$ cat src/hw/sinc3_pkg.sv
// Constants and carrier types for the sinc3 decimation filter
package sinc3_pkg;
  localparam int unsigned ACC_W        = 24;
  localparam int unsigned WORD_W       = 16;
  localparam int unsigned CNT_W        = 8;
  localparam int unsigned WORD_MSB     = 23;
  localparam int unsigned WORD_LSB     = 8;
  localparam int unsigned DECIM_RATIO  = 256;
  localparam int unsigned CLK_HZ       = 40_000_000;
  localparam int unsigned MOD_CLK_HZ   = 10_000_000;
  localparam int unsigned WORD_RATE_HZ = MOD_CLK_HZ / DECIM_RATIO;
  // System clocks per modulator clock period at nominal rate
  localparam int unsigned CLKS_PER_MOD = CLK_HZ / MOD_CLK_HZ;
  localparam logic [CNT_W-1:0] CNT_LAST  = 8'hFF;
  localparam logic [CNT_W-1:0] CNT_RESET = 8'h00;
  localparam logic [ACC_W-1:0] ACC_RESET = 24'h000000;
  localparam logic [WORD_W-1:0] WORD_RESET = 16'h0000;
  localparam logic [ACC_W-1:0] BIT_ZERO_VAL = 24'h000000;
  localparam logic [ACC_W-1:0] BIT_ONE_VAL  = 24'h000001;

  // Link from the modulator: clock and bit travel together
  typedef struct packed {
    logic filter_sample_clock;
    logic filter_bit_in;
  } mod_link_t;

  // Decimated output word with its one-cycle strobe
  typedef struct packed {
    logic              valid;
    logic [WORD_W-1:0] data;
  } word_out_t;
endpackage : sinc3_pkg

$ cat src/hw/sinc3_filter_module.sv
// Third-order sinc decimation filter for a one-bit modulator stream
// What this block does
// - Capture modulator bit on falling clock edge; option selects rising.
// - Three cascaded 24-bit integrators update once per modulator cycle.
// - First difference subtracts word-delayed third integrator, then saves it.
// - Reset clears all word-rate differences and delays asynchronously.
// - Output word loads third difference bits 23 down to 8.
// - Word strobe from 8-bit modulator cycle counter, modulator rate / ratio.
// - Ratio 256 at 10 MHz gives 16-bit words near 39 kHz.
`timescale 1ns/1ps
module sinc3_filter_module
  import sinc3_pkg::*;
#(
  parameter bit CAPTURE_RISING = 1'b0
) (
  input  wire logic      clk,
  input  wire logic      srst,
  input  wire mod_link_t link_in,
  output word_out_t      word_out
);

  logic             clk_s1_ff, clk_s2_ff, clk_s3_ff;
  logic             bit_s1_ff, bit_s2_ff;
  logic             sample_edge;
  logic [ACC_W-1:0] int_in;
  logic [ACC_W-1:0] acc1_ff, acc2_ff, third_integrator_ff;
  logic [ACC_W-1:0] nxt_acc1, nxt_acc2, nxt_third_integrator;
  logic [CNT_W-1:0] word_cnt_ff, nxt_word_cnt;
  logic             word_stb_ff, nxt_word_stb;
  logic [ACC_W-1:0] third_integrator_word_delay_ff;
  logic [ACC_W-1:0] first_difference_stage_ff, diff2_ff;
  logic [ACC_W-1:0] third_difference_stage_ff;
  logic [ACC_W-1:0] first_difference_stage_dly_ff, diff2_dly_ff;
  logic [ACC_W-1:0] nxt_delay, nxt_first_difference_stage, nxt_diff2, nxt_third_difference_stage;
  logic [ACC_W-1:0] nxt_first_difference_stage_dly, nxt_diff2_dly;
  logic [WORD_W-1:0] data_ff, nxt_data;
  logic             valid_ff, nxt_valid;

  // Bit value for the integrator input
  function automatic logic [ACC_W-1:0] bit_value(input logic b);
    return b ? BIT_ONE_VAL : BIT_ZERO_VAL;
  endfunction : bit_value

  // Two-stage synchronisers; clock and bit delayed alike
  always_ff @(posedge clk) begin
    if (srst) begin
      clk_s1_ff <= 1'b0;
      clk_s2_ff <= 1'b0;
      clk_s3_ff <= 1'b0;
      bit_s1_ff <= 1'b0;
      bit_s2_ff <= 1'b0;
    end else begin
      clk_s1_ff <= link_in.filter_sample_clock;
      clk_s2_ff <= clk_s1_ff;
      clk_s3_ff <= clk_s2_ff;
      bit_s1_ff <= link_in.filter_bit_in;
      bit_s2_ff <= bit_s1_ff;
    end
  end

  // Chosen modulator clock edge
  assign sample_edge = CAPTURE_RISING ? (clk_s2_ff & ~clk_s3_ff)
                                      : (~clk_s2_ff & clk_s3_ff);
  assign int_in = bit_value(bit_s2_ff);

  // Integrators and word counter next values
  always_comb begin
    nxt_acc1             = acc1_ff;
    nxt_acc2             = acc2_ff;
    nxt_third_integrator = third_integrator_ff;
    nxt_word_cnt         = word_cnt_ff;
    nxt_word_stb         = 1'b0;
    if (sample_edge) begin
      nxt_acc1             = acc1_ff + int_in;
      nxt_acc2             = acc2_ff + acc1_ff;
      nxt_third_integrator = third_integrator_ff + acc2_ff;
      nxt_word_cnt         = word_cnt_ff + 8'h01;
      nxt_word_stb         = (word_cnt_ff == CNT_LAST);
    end
  end

  // Modulator-rate registers
  always_ff @(posedge clk) begin
    if (srst) begin
      acc1_ff             <= ACC_RESET;
      acc2_ff             <= ACC_RESET;
      third_integrator_ff <= ACC_RESET;
      word_cnt_ff         <= CNT_RESET;
      word_stb_ff         <= 1'b0;
    end else begin
      acc1_ff             <= nxt_acc1;
      acc2_ff             <= nxt_acc2;
      third_integrator_ff <= nxt_third_integrator;
      word_cnt_ff         <= nxt_word_cnt;
      word_stb_ff         <= nxt_word_stb;
    end
  end

  // Differentiators and output word next values
  always_comb begin
    nxt_delay     = third_integrator_word_delay_ff;
    nxt_first_difference_stage     = first_difference_stage_ff;
    nxt_diff2     = diff2_ff;
    nxt_third_difference_stage     = third_difference_stage_ff;
    nxt_first_difference_stage_dly = first_difference_stage_dly_ff;
    nxt_diff2_dly = diff2_dly_ff;
    nxt_data      = data_ff;
    nxt_valid     = 1'b0;
    if (word_stb_ff) begin
      nxt_first_difference_stage = third_integrator_ff
                  - third_integrator_word_delay_ff;
      nxt_delay = third_integrator_ff;
      nxt_diff2 = first_difference_stage_ff - first_difference_stage_dly_ff;
      nxt_third_difference_stage = diff2_ff - diff2_dly_ff;
      nxt_first_difference_stage_dly = first_difference_stage_ff;
      nxt_diff2_dly = diff2_ff;
      nxt_data  = third_difference_stage_ff[WORD_MSB:WORD_LSB];
      nxt_valid = 1'b1;
    end
  end

  // Word-rate registers, cleared at once by reset
  always_ff @(posedge clk or posedge srst) begin
    if (srst) begin
      third_integrator_word_delay_ff <= ACC_RESET;
      first_difference_stage_ff      <= ACC_RESET;
      diff2_ff                       <= ACC_RESET;
      third_difference_stage_ff      <= ACC_RESET;
      first_difference_stage_dly_ff                   <= ACC_RESET;
      diff2_dly_ff                   <= ACC_RESET;
    end else begin
      third_integrator_word_delay_ff <= nxt_delay;
      first_difference_stage_ff      <= nxt_first_difference_stage;
      diff2_ff                       <= nxt_diff2;
      third_difference_stage_ff      <= nxt_third_difference_stage;
      first_difference_stage_dly_ff                   <= nxt_first_difference_stage_dly;
      diff2_dly_ff                   <= nxt_diff2_dly;
    end
  end

  // Output register
  always_ff @(posedge clk) begin
    if (srst) begin
      data_ff  <= WORD_RESET;
      valid_ff <= 1'b0;
    end else begin
      data_ff  <= nxt_data;
      valid_ff <= nxt_valid;
    end
  end

  // One driver for the whole output struct
  assign word_out = {valid_ff, data_ff};
endmodule : sinc3_filter_module

$ cat config.mk
export PLATFORM = sky130hd
export DESIGN_NAME = sinc3_filter_module
export DESIGN_NICKNAME = d
export VERILOG_FILES = /design/src/hw/sinc3_pkg.sv /design/src/hw/sinc3_filter_module.sv
export SDC_FILE = /design/constraint.sdc
export NUM_CORES = 1
export LEC_CHECK = 0
export ABC_AREA = 1
export BUFFER_PORTS_ARGS = -buffer_cell sky130_fd_sc_hd__buf_2
export CORE_UTILIZATION = 45
export CTS_CLUSTER_DIAMETER = 50
export DETAILED_ROUTE_END_ITERATION = 8
export SLEW_MARGIN = 20
export SYNTH_ARGS = -nofsm -noshare
export SYNTH_HDL_FRONTEND = slang
export SYNTH_SLANG_ARGS = --single-unit
$ cat constraint.sdc
create_clock -name clk -period 8.5 [get_ports clk]
set_input_delay 1.275 -clock clk [delete_from_list [all_inputs] [get_ports clk]]
set_output_delay 1.275 -clock clk [all_outputs]
set_load 0.02 [all_outputs]
==> flow_summary.yaml <==
status:
  status: "completed"
synthesis:
  ys_seq_area_frac: 0.3188
  mappedNetlistNets: 2875
  ys_seq_elements: 239
  ys_types: 40
  synthCells: 2750
  syn_area_sq_um: 17140
  yosysWarnings: 0
  syn_avg_cell_area_sq_um: 6.234
sta:
  fin_skew_ns: 0.03068
  grt_setup_unrepaired: "false"
  worst_pin_slew_ns: 0.8906
  period_needed_ns: 2.915
  fmax_ghz: 0.3431
  fin_crit_sh: 0.3429
  setup_violations: 0
  relSlewSlack: 0.4062
  setup-tns-final_ns: 0
  hold_viol_final: 0
  slew_viol_final: 0
hold_path:
  hold_path_end: "clk_s2_ff"
  min_from: "clk_s1_ff"
  holdCritPathClass: "reg2reg"
  hold_depth: 2
grt:
  grt.overflow.total: 0
  grt_pass1_wl_microns: 75110
  grt_max_degree: 110
  antenna_found_initial: 0
  grt_usage: 0.2387
  grt_pass1_vias: 15110
worst_setup_path:
  cp_data_required_time_ns: 8.96
  worst-setup-path-type: "in2reg"
  slowest_stage: "buf_4"
  cpMostUsedCell: "buf_4"
  cp_max_fo: 73
  crit_family: "buffers and inverters"
  slowest_delay_ns: 0.76
  rrSetupSlack_ns: 6.03
  path_buf_inv: 4
  r2r_start: "clk_s3_ff"
  arrival_ns: 3.38
  cp-start-kind: "input port"
  r2r.worst_path.cells: 10
  path_cells: "buf_2 -> buf_4 -> inv_6 -> buf_4 -> o21ai_0 -> a31oi_1"
  end_kind: "flip-flop"
  r2r-end: "acc1_ff[21]"
floorplanning:
  die_width_microns: 197.2
  start_util: 0.4562
  fp.dieH_microns: 197.2
  std_cell_rows: 71
  dieArea_sq_um: 38880
  io_pins: 21
  core_area_sq_um: 37580
clock_network:
  clk_pin_slew_ns: 0.05
  cts-root-buf: "clkbuf_16"
  cts_resized: 0
  cts_buffer_depth: 3
  clock_latency_ns: 0.56
  cts_made_buffers: 35
  h-tree-depth: 2
  cts_setup_buffers: 0
  cts_num_sinks: 239
  hold_buffers: 0
  cts_tree: "yes"
placed_design:
  placed_cells: 3232
  port_buffers: 20
  gp_congestion: 0.9000
  hpwl_microns: 34610
cells_and_area:
  n_antenna_cell: 0
  nets: 2884
  final_cell_mix: "nand2_1 (956), inv_1 (458), nor2_1 (323)"
  layout_commonest_cell: "nand2_1"
  final_cells: 3297
  areaGrowthSynthToFinish_pct: 10.95
  drive_gt1_frac: 0.04307
  fin_util: 0.5061
detailed_routing:
  drc: 0
  wl_microns: 44960
  drt-initial-drc-count: 1063
  route.detailed.vias_per_inst: 4.867
  wl_per_cell_microns: 13.64
  first_pass_iters: 5
  ant_nets: 0
  vias: 16050
flow_run:
  maxCapViolations: 0
power_and_ir_drop:
  ir_drop_mv: 0.1810
  power_density_nw_per_um2: 153.4
  leakagePower_uw: 0.01068
## layer usage
layer  track usage  up-vias  part of all wire
li1              -     8501                 -
met1        0.3103     7235              0.47
met2        0.4064      239              0.47
met3       0.02783       72             0.032
met4       0.08642        0             0.031
met5             0        -                 0
## worst reg2reg max path: cells and delay by family (launching register included)
| family | cells | cell delay, ns |
|---|---|---|
| AND/OR/NAND/NOR | 8 | 1.26 |
| buffers and inverters | 2 | 0.73 |
| flip-flops | 1 | 0.33 |
## where the power goes
part           switching [uW]  leakage [uW]  internal [uW]
clock network             588      0.000624            981
logic                     132       0.00732           62.9
registers                14.0       0.00273           1140
total                     734        0.0107           2180
## synth_stat cells, drive strengths merged
library cell | count | area (sq um)
nor3 | 20 | 100.1
a21oi | 92 | 460.4
nor4 | 2 | 12.51
o21bai | 7 | 52.55
dfxtp | 103 | 2062
a21o | 6 | 45.04
xnor2 | 20 | 175.2
nand3b | 19 | 146.4
o21a | 2 | 15.01
nand4 | 34 | 234.0
a31o | 1 | 8.760
o211ai | 1 | 7.510
nor2 | 329 | 1274
a31oi | 2 | 12.51
buf | 20 | 92.59
nand3 | 167 | 840.8
nand2 | 957 | 3595
clkinv | 1 | 3.750
inv | 474 | 1779
clkbuf | 37 | 138.9
or2 | 9 | 56.30
fa | 4 | 80.08
ha | 117 | 1464
dfrtp | 136 | 3403
o21ai | 150 | 750.7
and2 | 7 | 43.79
xor2 | 33 | 289.0
## cell families (layout without fill, tap and decap cells)
kind of cell / after synthesis / after routing / synth area share
AOI/OAI and AO/OA: 261 / 261 / 0.07890
adders and majority gates: 121 / 121 / 0.09007
buffers and inverters: 532 / 568 / 0.1175
xor gates and xnor gates: 53 / 53 / 0.02708
DFF: 239 / 239 / 0.3188
and+or+nand+nor: 1544 / 1544 / 0.3676
## flip-flops by register name, indices dropped and copies added (netlist names), 8 cells and up
name / cells
acc2_ff: 24
first_difference_stage_dly_ff: 24
word_cnt_ff: 8
diff2_ff: 24
diff2_dly_ff: 24
data_ff: 16
first_difference_stage_ff: 24
third_integrator_word_delay_ff: 24
third_difference_stage_ff: 16
third_integrator_ff: 24
acc1_ff: 24
## how the worst max path moves through the flow
| stage | end | slack (ns) | cells after the start | from |
|---|---|---|---|---|
| 6_report | third_integrator_ff[13] | 5.59 | 6 | srst |
| 3_3_place_gp | word_cnt_ff[0] | 4.95 | 6 | srst |
| 4_1_cts | third_integrator_ff[13] | 5.51 | 6 | srst |
| 2_1_floorplan | diff2_dly_ff[0] | 1.54 | 3 | srst |
| 3_5_place_dp | third_integrator_ff[13] | 4.92 | 6 | srst |
| 5_1_grt | third_integrator_ff[13] | 5.20 | 6 | srst |
## per-stage QoR
step / hold WS (ns) / total power [uW] / setup slack, ns / area, sq um
2_1_floorplan: 0.3883 / 1323 / 1.544 / 17140
5_1_grt: 0.4246 / 3036 / 5.201 / 19020
6_report: 0.4078 / 2918 / 5.585 / 19020
3_3_place_gp: 0.3934 / 1367 / 4.951 / 17720
4_1_cts: 0.4090 / 2957 / 5.515 / 18990
3_5_place_dp: 0.4009 / 1372 / 4.924 / 17720
## cell type report
type	instances	area, sq um
Fill cell	3905	18560
Multi-Input combinational cell	1979	9663
Timing Repair Buffer	29	187.7
Clock buffer	43	965.9
Clock inverter	21	305.3
Tap cell	511	639.4
Inverter	475	1789
Sequential cell	239	5469
Power figures use the tool's default switching activity.
